File: src/logic/nvh_pkg.sv
// constants and types shared by the nvsram host controller
package nvh_pkg;
    localparam int unsigned ADDR_W = 17;
    localparam int unsigned DATA_W = 8;
    localparam int unsigned MATCH_W = 16;
    localparam logic [2:0] SEQ_LAST = 3'h6 - 3'h1;

    localparam logic [15:0] SEQ_A0 = 16'h4E38;
    localparam logic [15:0] SEQ_A1 = 16'hB1C7;
    localparam logic [15:0] SEQ_A2 = 16'h83E0;
    localparam logic [15:0] SEQ_A3 = 16'h7C1F;
    localparam logic [15:0] SEQ_A4 = 16'h703F;
    localparam logic [15:0] SEQ_STORE = 16'h8FC0;
    localparam logic [15:0] SEQ_RECALL = 16'h4C63;
    localparam logic [15:0] SEQ_AS_EN = 16'h4B46;
    localparam logic [15:0] SEQ_AS_DIS = 16'h8B45;

    localparam int unsigned CLK_NS = 4;
    localparam int unsigned ACC_NS = 45;
    localparam int unsigned GAP_NS = 25;
    localparam int unsigned ACC_CYC_I = (ACC_NS + CLK_NS - 1) / CLK_NS;
    localparam int unsigned GAP_CYC_I = (GAP_NS + CLK_NS - 1) / CLK_NS;
    localparam logic [7:0] ACC_CYC = 8'(ACC_CYC_I);
    localparam logic [7:0] GAP_CYC = 8'(GAP_CYC_I);
    localparam int unsigned NV_WAIT_CYC_DEF = 12500;

    typedef enum logic [2:0] {
        CMD_READ,
        CMD_WRITE,
        CMD_STORE,
        CMD_RECALL,
        CMD_AS_EN,
        CMD_AS_DIS
    } nvh_cmd_t;

    typedef enum logic [1:0] {
        CY_IDLE,
        CY_ACT,
        CY_GAP
    } nvh_cyc_t;

    typedef enum logic [2:0] {
        M_RST,
        M_IDLE,
        M_SEQ,
        M_ACC,
        M_WAIT
    } nvh_main_t;
endpackage

File: src/logic/nvh_bus_cycle.sv
// one chip-select access cycle on the asynchronous memory pins
`timescale 1ns/1ps
module nvh_bus_cycle (
    input wire logic clk_sys,
    input wire logic rst_n,
    input wire logic start,
    input wire logic wr,
    input wire logic use_oe,
    input wire logic [nvh_pkg::ADDR_W-1:0] addr_in,
    input wire logic [nvh_pkg::DATA_W-1:0] wdata,
    output logic idle,
    output logic done_r,
    output logic [nvh_pkg::DATA_W-1:0] rdata_r,
    output logic ce_n_r,
    output logic we_n_r,
    output logic oe_n_r,
    output logic [nvh_pkg::ADDR_W-1:0] addr_r,
    output logic [nvh_pkg::DATA_W-1:0] dq_out_r,
    output logic dq_oe_r,
    input wire logic [nvh_pkg::DATA_W-1:0] dq_in
);
    import nvh_pkg::*;

    nvh_cyc_t state_r;
    logic [7:0] cnt_r;
    logic wr_r;
    logic use_oe_r;
    logic [DATA_W-1:0] d1_r;
    logic [DATA_W-1:0] d2_r;
    logic [DATA_W-1:0] d3_r;
    logic [7:0] low_cnt_r;
    wire stable = (d2_r == d3_r);
    wire cnt_zero = (cnt_r == 8'h00);
    wire act_end = (state_r == CY_ACT) && cnt_zero && (wr_r || !use_oe_r || stable);

    assign idle = (state_r == CY_IDLE);

    // data pins are asynchronous to clk_sys
    always_ff @(posedge clk_sys) begin
        if (!rst_n) begin
            d1_r <= '0;
            d2_r <= '0;
            d3_r <= '0;
        end else begin
            d1_r <= dq_in;
            d2_r <= d1_r;
            d3_r <= d2_r;
        end
    end

    always_ff @(posedge clk_sys) begin
        if (!rst_n) begin
            state_r <= CY_IDLE;
            cnt_r <= 8'h00;
            wr_r <= 1'b0;
            use_oe_r <= 1'b0;
            ce_n_r <= 1'b1;
            we_n_r <= 1'b1;
            oe_n_r <= 1'b1;
            addr_r <= '0;
            dq_out_r <= '0;
            dq_oe_r <= 1'b0;
            done_r <= 1'b0;
            rdata_r <= '0;
        end else begin
            done_r <= 1'b0;
            unique case (state_r)
                CY_IDLE: begin
                    if (start) begin
                        // each access gets its own chip-select falling edge
                        state_r <= CY_ACT;
                        cnt_r <= ACC_CYC - 8'h01;
                        wr_r <= wr;
                        use_oe_r <= use_oe;
                        addr_r <= addr_in;
                        dq_out_r <= wdata;
                        ce_n_r <= 1'b0;
                        we_n_r <= !wr;
                        oe_n_r <= wr || !use_oe;
                        dq_oe_r <= wr;
                    end
                end
                CY_ACT: begin
                    if (!cnt_zero) begin
                        cnt_r <= cnt_r - 8'h01;
                    end else if (act_end) begin
                        if (!wr_r && use_oe_r) begin
                            rdata_r <= d3_r;
                        end
                        ce_n_r <= 1'b1;
                        we_n_r <= 1'b1;
                        oe_n_r <= 1'b1;
                        state_r <= CY_GAP;
                        cnt_r <= GAP_CYC - 8'h01;
                    end
                end
                CY_GAP: begin
                    if (!cnt_zero) begin
                        cnt_r <= cnt_r - 8'h01;
                    end else begin
                        // write data held through the gap for hold time
                        dq_oe_r <= 1'b0;
                        state_r <= CY_IDLE;
                        done_r <= 1'b1;
                    end
                end
            endcase
        end
    end

    // helper: length of the chip-select low phase
    always_ff @(posedge clk_sys) begin
        if (!rst_n) begin
            low_cnt_r <= 8'h00;
        end else if (!ce_n_r) begin
            low_cnt_r <= low_cnt_r + 8'h01;
        end else begin
            low_cnt_r <= 8'h00;
        end
    end

    acc_len_a: assert property (@(posedge clk_sys) disable iff (!rst_n)
        $rose(ce_n_r) |-> $past(low_cnt_r) >= ACC_CYC - 8'h01)
        else $error("chip select low phase too short");
    gap_len_a: assert property (@(posedge clk_sys) disable iff (!rst_n)
        $rose(ce_n_r) |-> ce_n_r [*7])
        else $error("chip select high gap too short");
    write_pins_a: assert property (@(posedge clk_sys) disable iff (!rst_n)
        !we_n_r |-> oe_n_r && dq_oe_r && !ce_n_r)
        else $error("write strobe without data drive or with output gate");
    done_pulse_a: assert property (@(posedge clk_sys) disable iff (!rst_n)
        done_r |-> ce_n_r && we_n_r ##1 !done_r)
        else $error("done not a single pulse with pins idle");
endmodule

File: src/logic/nvh_nvsram_host.sv
// host controller issuing accesses and mode sequences to an nvsram
`timescale 1ns/1ps
module nvh_nvsram_host #(
    parameter int unsigned NV_WAIT_CYC = nvh_pkg::NV_WAIT_CYC_DEF
) (
    input wire logic clk_sys,
    input wire logic rst_n,
    input wire logic autosave_keep_on,
    input wire logic cmd_valid,
    input wire nvh_pkg::nvh_cmd_t cmd_code,
    input wire logic [nvh_pkg::ADDR_W-1:0] cmd_addr,
    input wire logic [nvh_pkg::DATA_W-1:0] cmd_wdata,
    output logic cmd_ready_r,
    output logic rsp_valid_r,
    output logic [nvh_pkg::DATA_W-1:0] rsp_rdata_r,
    output logic init_done_r,
    output logic mem_ce_n,
    output logic mem_we_n,
    output logic mem_oe_n,
    output logic [nvh_pkg::ADDR_W-1:0] mem_addr,
    output logic [nvh_pkg::DATA_W-1:0] mem_dq_out,
    output logic mem_dq_oe,
    input wire logic [nvh_pkg::DATA_W-1:0] mem_dq_in
);
    import nvh_pkg::*;

    function automatic logic [MATCH_W-1:0] mode_code(input nvh_cmd_t op);
        logic [MATCH_W-1:0] c;
        c = SEQ_STORE;
        unique case (op)
            CMD_STORE: c = SEQ_STORE;
            CMD_RECALL: c = SEQ_RECALL;
            CMD_AS_EN: c = SEQ_AS_EN;
            CMD_AS_DIS: c = SEQ_AS_DIS;
            default: c = SEQ_STORE;
        endcase
        return c;
    endfunction

    function automatic logic [MATCH_W-1:0] seq_addr(input logic [2:0] idx, input nvh_cmd_t op);
        logic [MATCH_W-1:0] a;
        a = SEQ_A0;
        unique case (idx)
            3'h0: a = SEQ_A0;
            3'h1: a = SEQ_A1;
            3'h2: a = SEQ_A2;
            3'h3: a = SEQ_A3;
            3'h4: a = SEQ_A4;
            default: a = mode_code(op);
        endcase
        return a;
    endfunction

    nvh_main_t state_r;
    nvh_cmd_t op_r;
    logic [2:0] idx_r;
    logic issued_r;
    logic [ADDR_W-1:0] addr_r;
    logic [DATA_W-1:0] wdata_r;
    logic [23:0] wait_r;
    logic cyc_idle;
    logic cyc_done;
    logic [DATA_W-1:0] cyc_rdata;
    logic autosave_keep_on_q;

    wire in_seq = (state_r == M_SEQ);
    wire in_acc = (state_r == M_ACC);
    wire nv_op = (op_r == CMD_STORE) || (op_r == CMD_RECALL);
    wire last_step = (idx_r == SEQ_LAST);
    // host never breaks a sequence with another access
    wire cyc_start = (in_seq || in_acc) && !issued_r && cyc_idle;
    // top address line driven low: only sixteen lines are matched
    wire [ADDR_W-1:0] cyc_addr = in_seq ? {1'b0, seq_addr(idx_r, op_r)} : addr_r;
    wire cyc_wr = in_acc && (op_r == CMD_WRITE);
    // sixth save or recall read carries no data: gate stays high
    wire cyc_use_oe = in_acc || !(last_step && nv_op);
    // plain accesses let the caller set contents and a saved signature
    wire is_mem_cmd = (cmd_code == CMD_READ) || (cmd_code == CMD_WRITE);
    wire take = (state_r == M_IDLE) && cmd_valid && cmd_ready_r;
    wire wait_zero = (wait_r == 24'h00_0000);

    nvh_bus_cycle u_cycle (
        .clk_sys(clk_sys),
        .rst_n(rst_n),
        .start(cyc_start),
        .wr(cyc_wr),
        .use_oe(cyc_use_oe),
        .addr_in(cyc_addr),
        .wdata(wdata_r),
        .idle(cyc_idle),
        .done_r(cyc_done),
        .rdata_r(cyc_rdata),
        .ce_n_r(mem_ce_n),
        .we_n_r(mem_we_n),
        .oe_n_r(mem_oe_n),
        .addr_r(mem_addr),
        .dq_out_r(mem_dq_out),
        .dq_oe_r(mem_dq_oe),
        .dq_in(mem_dq_in)
    );

    always_ff @(posedge clk_sys) begin
        if (!rst_n) begin
            issued_r <= 1'b0;
        end else if (cyc_start) begin
            issued_r <= 1'b1;
        end else if (cyc_done) begin
            issued_r <= 1'b0;
        end
    end

    always_ff @(posedge clk_sys) begin
        if (!rst_n) begin
            state_r <= M_RST;
            op_r <= CMD_READ;
            idx_r <= 3'h0;
            addr_r <= '0;
            wdata_r <= '0;
            wait_r <= 24'h00_0000;
            cmd_ready_r <= 1'b0;
            rsp_valid_r <= 1'b0;
            rsp_rdata_r <= '0;
            init_done_r <= 1'b0;
        end else begin
            rsp_valid_r <= 1'b0;
            unique case (state_r)
                M_RST: begin
                    // mode strap caught after release, sequence sent each reset
                    op_r <= autosave_keep_on ? CMD_AS_EN : CMD_AS_DIS;
                    idx_r <= 3'h0;
                    state_r <= M_SEQ;
                end
                M_IDLE: begin
                    if (take) begin
                        op_r <= cmd_code;
                        addr_r <= cmd_addr;
                        wdata_r <= cmd_wdata;
                        idx_r <= 3'h0;
                        cmd_ready_r <= 1'b0;
                        state_r <= is_mem_cmd ? M_ACC : M_SEQ;
                    end
                end
                M_SEQ: begin
                    if (cyc_done) begin
                        if (!last_step) begin
                            idx_r <= idx_r + 3'h1;
                        end else if (nv_op) begin
                            // save or recall: stay off the bus until done
                            wait_r <= 24'(NV_WAIT_CYC - 1);
                            state_r <= M_WAIT;
                        end else begin
                            // auto save mode change has no busy time
                            state_r <= M_IDLE;
                            cmd_ready_r <= 1'b1;
                            rsp_valid_r <= init_done_r;
                            init_done_r <= 1'b1;
                        end
                    end
                end
                M_ACC: begin
                    if (cyc_done) begin
                        // data passed on as read, no preset pattern assumed
                        rsp_rdata_r <= cyc_rdata;
                        rsp_valid_r <= 1'b1;
                        cmd_ready_r <= 1'b1;
                        state_r <= M_IDLE;
                    end
                end
                M_WAIT: begin
                    if (!wait_zero) begin
                        wait_r <= wait_r - 24'h00_0001;
                    end else begin
                        // next access starts with chip select high
                        state_r <= M_IDLE;
                        cmd_ready_r <= 1'b1;
                        rsp_valid_r <= 1'b1;
                    end
                end
                default: state_r <= M_RST;
            endcase
        end
    end

    seq_order_a: assert property (@(posedge clk_sys) disable iff (!rst_n)
        $fell(mem_ce_n) && in_seq |-> mem_addr == {1'b0, seq_addr(idx_r, op_r)})
        else $error("sequence address out of order");
    seq_no_write_a: assert property (@(posedge clk_sys) disable iff (!rst_n)
        in_seq |-> mem_we_n && !mem_dq_oe)
        else $error("write strobe low inside mode sequence");
    store_code_a: assert property (@(posedge clk_sys) disable iff (!rst_n)
        $fell(mem_ce_n) && in_seq && last_step && op_r == CMD_STORE
        |-> mem_addr[15:0] == SEQ_STORE && mem_oe_n)
        else $error("save sequence does not end at save code");
    recall_wait_a: assert property (@(posedge clk_sys) disable iff (!rst_n)
        in_seq && last_step && cyc_done && op_r == CMD_RECALL
        |=> state_r == M_WAIT && mem_ce_n)
        else $error("recall sequence not followed by busy wait");
    enable_code_a: assert property (@(posedge clk_sys) disable iff (!rst_n)
        $fell(mem_ce_n) && in_seq && last_step && op_r == CMD_AS_EN
        |-> mem_addr[15:0] == SEQ_AS_EN)
        else $error("enable sequence ends at wrong code");
    disable_code_a: assert property (@(posedge clk_sys) disable iff (!rst_n)
        $fell(mem_ce_n) && in_seq && last_step && op_r == CMD_AS_DIS
        |-> mem_addr[15:0] == SEQ_AS_DIS && !mem_oe_n)
        else $error("disable sequence ends at wrong code");
    reset_mode_a: assert property (@(posedge clk_sys) disable iff (!rst_n)
        state_r == M_RST |=> in_seq && idx_r == 3'h0
        && op_r == (autosave_keep_on_q ? CMD_AS_EN : CMD_AS_DIS))
        else $error("reset does not issue auto save mode sequence");
    nv_quiet_a: assert property (@(posedge clk_sys) disable iff (!rst_n)
        state_r == M_WAIT |-> mem_ce_n && !cmd_ready_r)
        else $error("bus active during nonvolatile busy time");

    // helper: strap value seen by the reset state
    always_ff @(posedge clk_sys) begin
        if (!rst_n) begin
            autosave_keep_on_q <= 1'b0;
        end else begin
            autosave_keep_on_q <= autosave_keep_on;
        end
    end
endmodule

File: config.mk
export PLATFORM = sky130hd
export DESIGN_NAME = nvh_nvsram_host
export DESIGN_NICKNAME = d
export VERILOG_FILES = /design/src/logic/nvh_pkg.sv /design/src/logic/nvh_bus_cycle.sv /design/src/logic/nvh_nvsram_host.sv
export SDC_FILE = /design/constraint.sdc
export NUM_CORES = 1
export LEC_CHECK = 0
export BUFFER_PORTS_ARGS = -buffer_cell sky130_fd_sc_hd__buf_2
export CAP_MARGIN = 20
export CORE_UTILIZATION = 56
export CTS_BUF_LIST = sky130_fd_sc_hd__clkbuf_8
export DETAILED_ROUTE_END_ITERATION = 8
export GPL_TIMING_DRIVEN = 0
export HOLD_SLACK_MARGIN = 0.05
export PLACE_DENSITY = 0.82
export SLEW_MARGIN = 20
export SYNTH_ARGS = -nofsm -noshare
export SYNTH_HDL_FRONTEND = slang
export SYNTH_SLANG_ARGS = --single-unit
export TNS_END_PERCENT = 1
File: constraint.sdc
create_clock -name clk_sys -period 5 [get_ports clk_sys]
set_clock_uncertainty 0.05 [all_clocks]
set_input_delay 0 -clock clk_sys [delete_from_list [all_inputs] [get_ports clk_sys]]
set_output_delay 0 -clock clk_sys [all_outputs]
set_load 0.05 [all_outputs]
==> summary.md, run 1 <==
The run finished with clean final reports. The run gives 571 as the violation count after the first detailed-route iteration. The tools report the first-pass GRT wire length as 28.0 mm. IR analysis of the VDD net gives a maximum drop of 0.000304 V. The floorplan die area was 11700 um^2; the placed instance area was 6850 um^2.

The ratio of final minimum period to clock period was 0.540; the number of buffers created by CTS was 17. The later pin in the worst-skew pair is clocked with a latency of 0.47 ns. The logs give 0 for the initial antenna violation count and 0 for the max-slew violation count. In this run, post-CTS repair resized a total of 0 instances.

The setup TNS after final layout came out at 0 ns. The actual transition at the worst max-transition pin was 0.971 ns. Dividing the detail-routed via count by the number of cells gives 5.94. The worst reg-to-reg setup slack came out at 2.30 ns.

The share of cells above drive strength 1 was 0.159; the floorplan die height was 108 um. The logs give 2.94 nW for the static leakage power and 17 for the pin count of the biggest net entering global routing. The worst slew slack as a fraction of its limit is 0.347. The starting density of the core came out at 0.577. 0 antenna diodes ended up in the layout. The largest fanout on the critical path was 10; the placeable core region was 10900 um^2. Setup violations remaining at the end of the flow were counted as 0. The logs give 0.459 for the fraction of the yosys area taken by sequential cells and 7620 um^2 for the summed area of non-filler cells in the final layout. Buffers added to address setup during post-CTS repair amount to 0. For this run the aggregate overflow at the end of global routing stands at 0. Along the worst hold path, the cell count comes to 2. Counting every sink on the clock net gives 144. After synthesis, the mean cell area works out to 8.43 um^2. Summed over all nets, the half-perimeter wirelength after detailed placement is 11.6 mm. For this block, the routed nets add up to 17.4 mm of wire. The clock transition at the registers of the reported paths was 0.08 ns; the final cell count without fillers was 1033. The total via count in the routed design was 6137.

The end of the worst register-to-register path was wait_r[13]$_SDFFE_PN0P_. The number of enable-type register cells in the synthesized netlist was 0; the number of nets in the layout was 931. Dividing the detail-routed wire length by the instance count gives 16.8 um. Max-cap violations in this run came to 0. The number of register bits inferred by synthesis is 144, and the switching share of power is 0.370. Summed over all nets, the switching power comes to 1.12 mW. The worst setup path is of the flop to flop kind. On the critical path the largest part of the delay comes from simple AND/OR/NAND/NOR gates.

The number of cells produced by synthesis is 746, and the combinational share of power is 0.265. Together, buffers and inverters on the worst path number 2. STA classifies the critical path endpoint as a flop.

In the routed design, unresolved DRC markers number 0. The logs give 0.421 for the sequential share of power and 38 for the cell row count. Counting tap cells, the placed design contains a total of 964 instances. The buffer cell driving the clock tree root is sky130_fd_sc_hd__clkbuf_8. The worst-path cell with the longest stage delay is sky130_fd_sc_hd__or4_1. Setup repair after global routing left no endpoint under its margin.

Synthesis instantiated 66 different standard cells from the library. The post-synthesis async set-or-reset flop share was 0. For the total standard cell area after synthesis, the log shows 6290 um^2. The min-delay analysis places its worst path in the category input port to flop. The clock group share of total power is 0.313, and the number of input and output port buffers inserted is 78. The cell area power density is 397 nW/um^2, and the H-tree depth is 4. The data arrival time of the worst path was 2.97 ns. The first detailed-routing pass ran for 6 iterations. The via count of the first global-routing pass came out at 5925. The highest clock rate is 370 MHz. Measured along the x axis, the die boundary spans 108 um. The startpoint identified for the worst register-to-register timing path is wait_r[13]$_SDFFE_PN0P_. In this run the remaining antenna-violating nets after routing total 0. The internal power consumption was 1.91 mW; the number of nets in the synthesized netlist was 797. For the finished layout, the period the worst path requires is 2.70 ns. The count of cells along the worst register-to-register path was 7. The tools report the startpoint kind of the worst setup timing path as a flop. The number of hold buffers added after CTS was 37. The final RePlAce weighted congestion came out at 0.908. The logs give 2.30 ns for the final worst-path setup slack and 80 for the number of I/O pins.

The sink of the worst hold path was u_cycle.cnt_r[3]$_SDFFE_PN0P_. For this run, the leading register cell type out of synthesis is sky130_fd_sc_hd__dfxtp_1. Timing analysis after detailed placement gives a worst setup slack of 2.32 ns.

For the worst setup path, the data required time is 5.27 ns. Relative to the synthesized area, the layout overhead comes to 21.3%. For this run, the slowest stage of the critical path takes 0.66 ns. For this run, the number of Yosys warnings is 0. Traced cell by cell, the critical path runs through or4_1, or3_1, clkbuf_1, o311ai_2, buf_6, xor2_2, a21oi_1.

The run gives 0 as the number of hold violations in the final report. The clock passes through at most 2 buffers. TritonCTS built the clock tree.

The worst hold path begins at rst_n. Global-route usage over all layers: 0.312. The run gives 0.0829 ns as the final-layout worst hold slack.
==> how the worst max path moves through the flow <==
stage / start / endpoint / slack (ns) / cells after the start
finish: wait_r[13]$_SDFFE_PN0P_ / wait_r[13]$_SDFFE_PN0P_ / 2.30 / 7
global route: u_cycle.cnt_r[0]$_SDFFE_PN0P_ / u_cycle.rdata_r[1]$_SDFFE_PN0P_ / 2.15 / 7
CTS: wait_r[0]$_SDFFE_PN0P_ / wait_r[13]$_SDFFE_PN0P_ / 2.30 / 10
detailed placement: wait_r[0]$_SDFFE_PN0P_ / wait_r[13]$_SDFFE_PN0P_ / 2.32 / 10
global placement: wait_r[0]$_SDFFE_PN0P_ / wait_r[13]$_SDFFE_PN0P_ / 2.40 / 10
floorplan: wait_r[0]$_SDFFE_PN0P_ / wait_r[13]$_SDFFE_PN0P_ / 2.56 / 10
==> synthesized netlist by cell type (2+ instances only) <==
| library cell | n | share of area |
|---|---|---|
| sky130_fd_sc_hd__clkbuf_1 | 40 | 0.024 |
| sky130_fd_sc_hd__o31ai_1 | 9 | 0.011 |
| sky130_fd_sc_hd__buf_6 | 3 | 0.0054 |
| sky130_fd_sc_hd__a21o_1 | 4 | 0.0048 |
| sky130_fd_sc_hd__o221ai_1 | 3 | 0.0042 |
| sky130_fd_sc_hd__nor2b_1 | 4 | 0.0040 |
| sky130_fd_sc_hd__nand2b_1 | 5 | 0.0050 |
| sky130_fd_sc_hd__mux2i_1 | 14 | 0.022 |
| sky130_fd_sc_hd__nor3_1 | 10 | 0.0080 |
| sky130_fd_sc_hd__nand3b_1 | 2 | 0.0024 |
| sky130_fd_sc_hd__or3b_2 | 4 | 0.0056 |
| sky130_fd_sc_hd__o21bai_1 | 4 | 0.0048 |
| sky130_fd_sc_hd__or4_1 | 13 | 0.016 |
| sky130_fd_sc_hd__a211oi_1 | 4 | 0.0048 |
| sky130_fd_sc_hd__a221oi_1 | 2 | 0.0028 |
| sky130_fd_sc_hd__o21ai_1 | 7 | 0.0056 |
| sky130_fd_sc_hd__o211a_1 | 2 | 0.0032 |
| sky130_fd_sc_hd__a311oi_1 | 3 | 0.0042 |
| sky130_fd_sc_hd__or3_1 | 18 | 0.018 |
| sky130_fd_sc_hd__dfxtp_1 | 144 | 0.46 |
| sky130_fd_sc_hd__nor2_1 | 48 | 0.029 |
| sky130_fd_sc_hd__xnor2_1 | 8 | 0.011 |
| sky130_fd_sc_hd__and2_1 | 28 | 0.028 |
| sky130_fd_sc_hd__a31oi_1 | 11 | 0.011 |
| sky130_fd_sc_hd__inv_1 | 19 | 0.011 |
| sky130_fd_sc_hd__a2111oi_0 | 3 | 0.0042 |
| sky130_fd_sc_hd__buf_1 | 2 | 0.0012 |
| sky130_fd_sc_hd__nor3b_1 | 7 | 0.0084 |
| sky130_fd_sc_hd__xor2_1 | 3 | 0.0042 |
| sky130_fd_sc_hd__o21ai_0 | 33 | 0.026 |
| sky130_fd_sc_hd__or2_2 | 5 | 0.0050 |
| sky130_fd_sc_hd__and4b_1 | 2 | 0.0032 |
| sky130_fd_sc_hd__nand4_1 | 4 | 0.0040 |
| sky130_fd_sc_hd__o211ai_1 | 6 | 0.0072 |
| sky130_fd_sc_hd__a21oi_1 | 94 | 0.075 |
| sky130_fd_sc_hd__a21oi_2 | 4 | 0.0056 |
| sky130_fd_sc_hd__ha_1 | 11 | 0.022 |
| sky130_fd_sc_hd__nand3_1 | 9 | 0.0072 |
| sky130_fd_sc_hd__o221a_2 | 2 | 0.0036 |
| sky130_fd_sc_hd__nor4_1 | 6 | 0.0060 |
| sky130_fd_sc_hd__and3_1 | 2 | 0.0020 |
| sky130_fd_sc_hd__nand2_1 | 120 | 0.072 |
==> sequential cells by signal, indices dropped and copies added (netlist names), 2 cells and up <==
register	flops
addr_r	17
idx_r	3
op_r	3
rsp_rdata_r	8
state_r	3
u_cycle.addr_r	17
u_cycle.cnt_r	8
u_cycle.d1_r	8
u_cycle.d2_r	8
u_cycle.d3_r	8
u_cycle.dq_out_r	8
u_cycle.rdata_r	8
u_cycle.state_r	2
wait_r	24
wdata_r	8
==> routing by layer <==
layer  part of all wire  vias to the layer above  wire, um  track usage
li1                   -                     2891         -            -
met1               0.41                     2907      7140        0.384
met2               0.48                      293      8420        0.523
met3              0.077                       46      1350       0.0747
met4              0.027                        0       476        0.125
met5                  0                        -         0            0
==> metrics by stage <==
step                       util  power [mW]
after floorplan               -        1.85
after global placement    0.629        2.04
after detailed placement  0.629        2.06
after CTS                 0.700        3.00
after global routing      0.700        3.15
final                     0.700        3.03
==> kinds of logic after synthesis <==
kind of cell,share of synthesized area
simple gates,0.235
compound gates,0.200
flops,0.459
buf+inv,0.0432
mux,0.0241
xor+xnor,0.0179
fa+ha+maj,0.0219
==> cells in the final DEF, fill, tap and decap left out, types with 13 or more instances in the layout <==
cell type	synthesis	routed
sky130_fd_sc_hd__dfxtp_1	144	144
sky130_fd_sc_hd__nand2_1	120	120
sky130_fd_sc_hd__a21oi_1	94	94
sky130_fd_sc_hd__buf_2	1	79
sky130_fd_sc_hd__nor2_1	48	48
sky130_fd_sc_hd__clkbuf_1	40	40
sky130_fd_sc_hd__dlygate4sd3_1	0	37
sky130_fd_sc_hd__o21ai_0	33	33
sky130_fd_sc_hd__and2_1	28	28
sky130_fd_sc_hd__inv_1	19	19
sky130_fd_sc_hd__clkbuf_8	0	19
sky130_fd_sc_hd__or3_1	18	18
sky130_fd_sc_hd__mux2i_1	14	14
sky130_fd_sc_hd__or4_1	13	13
==> power by group through the flow <==
stage                     Clock [mW]  Sequential [mW]  Combinational, mW
after CTS                      0.943             1.27              0.788
after global routing            1.01             1.28              0.865
after floorplan                    0             1.40              0.449
after detailed placement           0             1.30              0.760
final                          0.950             1.28              0.804
after global placement             0             1.30              0.740
==> layout make-up <==
cell class                      instances  area, um^2
Buffer                                 46         196
Clock buffer                           19         262
Clock inverter                         13         141
Fill cell                             856        3260
Inverter                               20        75.1
Multi-Input combinational cell        536        3130
Sequential cell                       144        2880
Tap cell                              140         175
Timing Repair Buffer                  115         761
(Power assumes the default switching activity.)
==> run 2: changes to the inputs <==
CORE_UTILIZATION = 54   (was 56)
clock period = 2.25 ns   (was 5 ns; I/O delays follow)
==> summary.md, run 2 (synthesis results as in run 1) <==
Setup repair after global routing could not meet its margin everywhere. For the DRC violation count after routing, the log shows 0. The clock period minus worst slack is 2.40 ns, and the setup TNS after final layout is -0.813 ns. The run gives -0.355 ns as the placement-stage worst setup slack. From bottom edge to top edge, the die measures 110 um. The largest fanout on the critical path was 6; the placed wire-length estimate was 10.8 mm. For the total wire length, the log shows 17.6 mm. The total via count in the routed design was 6093; the maximum vdd drop was 0.000680 V. Row generation in the floorplan step produced 39 rows. The run finished, with violations left. The logs give 967 for the cell count after placement and 3300 um^2 for the area of the multi-input gates.

The die is 110 um wide. The tools report the type of destination of the critical path as a flop. For the static leakage power, the log shows 3.05 nW.

The checks that failed: setup timing. The run gives 6890 um^2 as the placed instance area. For this design, the sink count on the clock tree is 144.

The number of hold violations in the final report came out at 0. In this run the clock root is driven by a sky130_fd_sc_hd__clkbuf_8. Before antenna repair, the detailed router went through 5 iterations. The total setup violations reported at the end of the flow was 13; the share of cells above drive strength 1 was 0.219. The finished layout holds 1042 standard cells, fillers aside. The actual transition at the worst max-transition pin works out to 0.707 ns. In this run the most used layer during global routing was met2.

The flip-flop count of the largest register, all copies and words added was 24; the number of buffers created by CTS was 17. The tools report the via count of the first global-routing pass as 5793. Initial antenna violation count: 0. Leaving out fill and tap cells, the most frequent cell in the layout is sky130_fd_sc_hd__dfxtp_1. Entering global routing, the biggest net connects 17 pins. The ratio of final minimum period to clock period is 1.07, and the number of nets in the layout is 937.

Final RePlAce weighted congestion: 0.931. In the final layout, flip-flops and latches occupy 2890 um^2. The die covers 12100 um^2. The critical path is of the flop to flop type. The detailed-route wire length per cell was 16.9 um. The startpoint kind of the worst setup timing path was a flop. The worst slew slack as a fraction of its limit was 0.525; the later-pin clock latency in the skew report was 0.46 ns.

STA puts the critical path data required time at 2.52 ns. First-pass GRT wire length: 28.0 mm. In the final layout, the registers with the most flip-flops are wait_r x24, addr_r x17, u_cycle.addr_r x17. TritonCTS built the clock tree. More flip-flops sit in one register than any other, and that register is wait_r. The max-slew violation count is 0.

The fill cell total of the finished layout came out at 863. The tools report the antenna cell count as 0. Data on the critical path arrives at its endpoint at 2.67 ns. The number of instances on the worst hold path came out at 2. The count of antenna-violating nets left after detailed routing is 0. The run gives 0.307 as the global-route usage over all layers. The post-synthesis to final-layout area growth came out at 24.7%.

The core region is 11400 um^2. The number of buffers between clock root and the deepest sink is 2, and the number of max-cap violations is 0. The logs give 0.366 for the global-route met1 utilization and 0.689 for the utilization after layout. For the highest clock rate, the log shows 416 MHz. The global routing met3 resource utilization is 0.0812, and the number of I/O pins is 80. The number of cells on the worst reg-to-reg path is 6.

The count of buffers added on input and output ports is 78. The H-tree generated during clock tree synthesis spans 4 levels. Using the TritonRoute via totals, the vias-per-cell ratio works out to 5.85. The final worst-path setup slack is -0.154 ns, and the cell area power density is 841 nW/um^2. The leftover overflow at the end of global routing is 0. For the summed area of non-filler cells in the final layout, the log shows 7840 um^2. The violation count after the first detailed-route iteration is 532, and the routing usage on met2 is 0.509. Starting density of the core: 0.553. The clock transition at the registers of the reported paths came out at 0.09 ns. The class of the tightest hold or removal check was input port to flop. Leaving out fill and tap cells, the most frequent cells in the layout are sky130_fd_sc_hd__dfxtp_1, sky130_fd_sc_hd__nand2_1, sky130_fd_sc_hd__a21oi_1, sky130_fd_sc_hd__buf_2, sky130_fd_sc_hd__nor2_1.
run 2: cell count changes in the layout (fill, tap and decap cells not counted), sizes merged:
cell      previous run  this run
buf                 84        94
clkbuf              59        53
clkinv               3         5
bufinv               1         0
clkinvlp             1         2
run 2: critical path, cell delays in order, from the launching register on:
cell                       delay (ns)
sky130_fd_sc_hd__dfxtp_2         0.35
sky130_fd_sc_hd__or4_4           0.53
sky130_fd_sc_hd__or4_4           0.60
sky130_fd_sc_hd__o311ai_4        0.35
sky130_fd_sc_hd__buf_6           0.17
sky130_fd_sc_hd__xor2_2          0.13
sky130_fd_sc_hd__a21oi_1         0.08
run 2: final timing paths:
check	start	end	slack (ns)
setup / recovery	wait_r[9]$_SDFFE_PN0P_	wait_r[13]$_SDFFE_PN0P_	-0.15
hold / removal	rst_n	u_cycle.cnt_r[3]$_SDFFE_PN0P_	0.09
setup reg to reg	wait_r[9]$_SDFFE_PN0P_	wait_r[13]$_SDFFE_PN0P_	-0.15
hold reg to reg	u_cycle.d1_r[4]$_SDFF_PN0_	u_cycle.d2_r[4]$_SDFF_PN0_	0.39
run 2: metrics by stage:
stage | hold slack [ns] | power [mW]
final | 0.0870 | 6.59
after CTS | 0.0621 | 6.49
after detailed placement | 0.159 | 4.54
after global routing | 0.0984 | 6.90
after floorplan | 0.0773 | 4.10
after global placement | 0.155 | 4.53
run 2: layout make-up:
cell class	count	area share
multi-input combinational	536	0.420
clock buffer	17	0.0299
sequential	144	0.369
timing repair buffer	127	0.109
clock inverter	15	0.0160
buffer	40	0.0239
inverter	20	0.00958
tap	143	0.0228
run 2: where the power goes:
part / switching, mW / leakage [nW] / total, mW / internal (mW)
logic: 1.22 / 1.70 / 1.85 / 0.623
registers: 0.136 / 1.17 / 2.84 / 2.70
clock network: 1.11 / 0.183 / 1.91 / 0.796
total: 2.47 / 3.05 / 6.59 / 4.12
run 2: what timing repair did:
action / 4_1_cts / 5_1_grt
hold endpoints to repair: 36 / 0
hold buffers: 37 / 0
setup buffers: 8 / 3
cloned: 1 / 0
gates resized for setup: 34 / 24
pin swaps: 7 / 6
endpoints found under the setup margin: 89 / 87
run 2: metal layers:
layer / up-vias / wire length (um) / share of wire
met3: 47 / 1460 / 0.083
met2: 270 / 8510 / 0.48
met5: - / 0 / 0
li1: 2910 / - / -
met4: 0 / 548 / 0.031
met1: 2866 / 7080 / 0.40
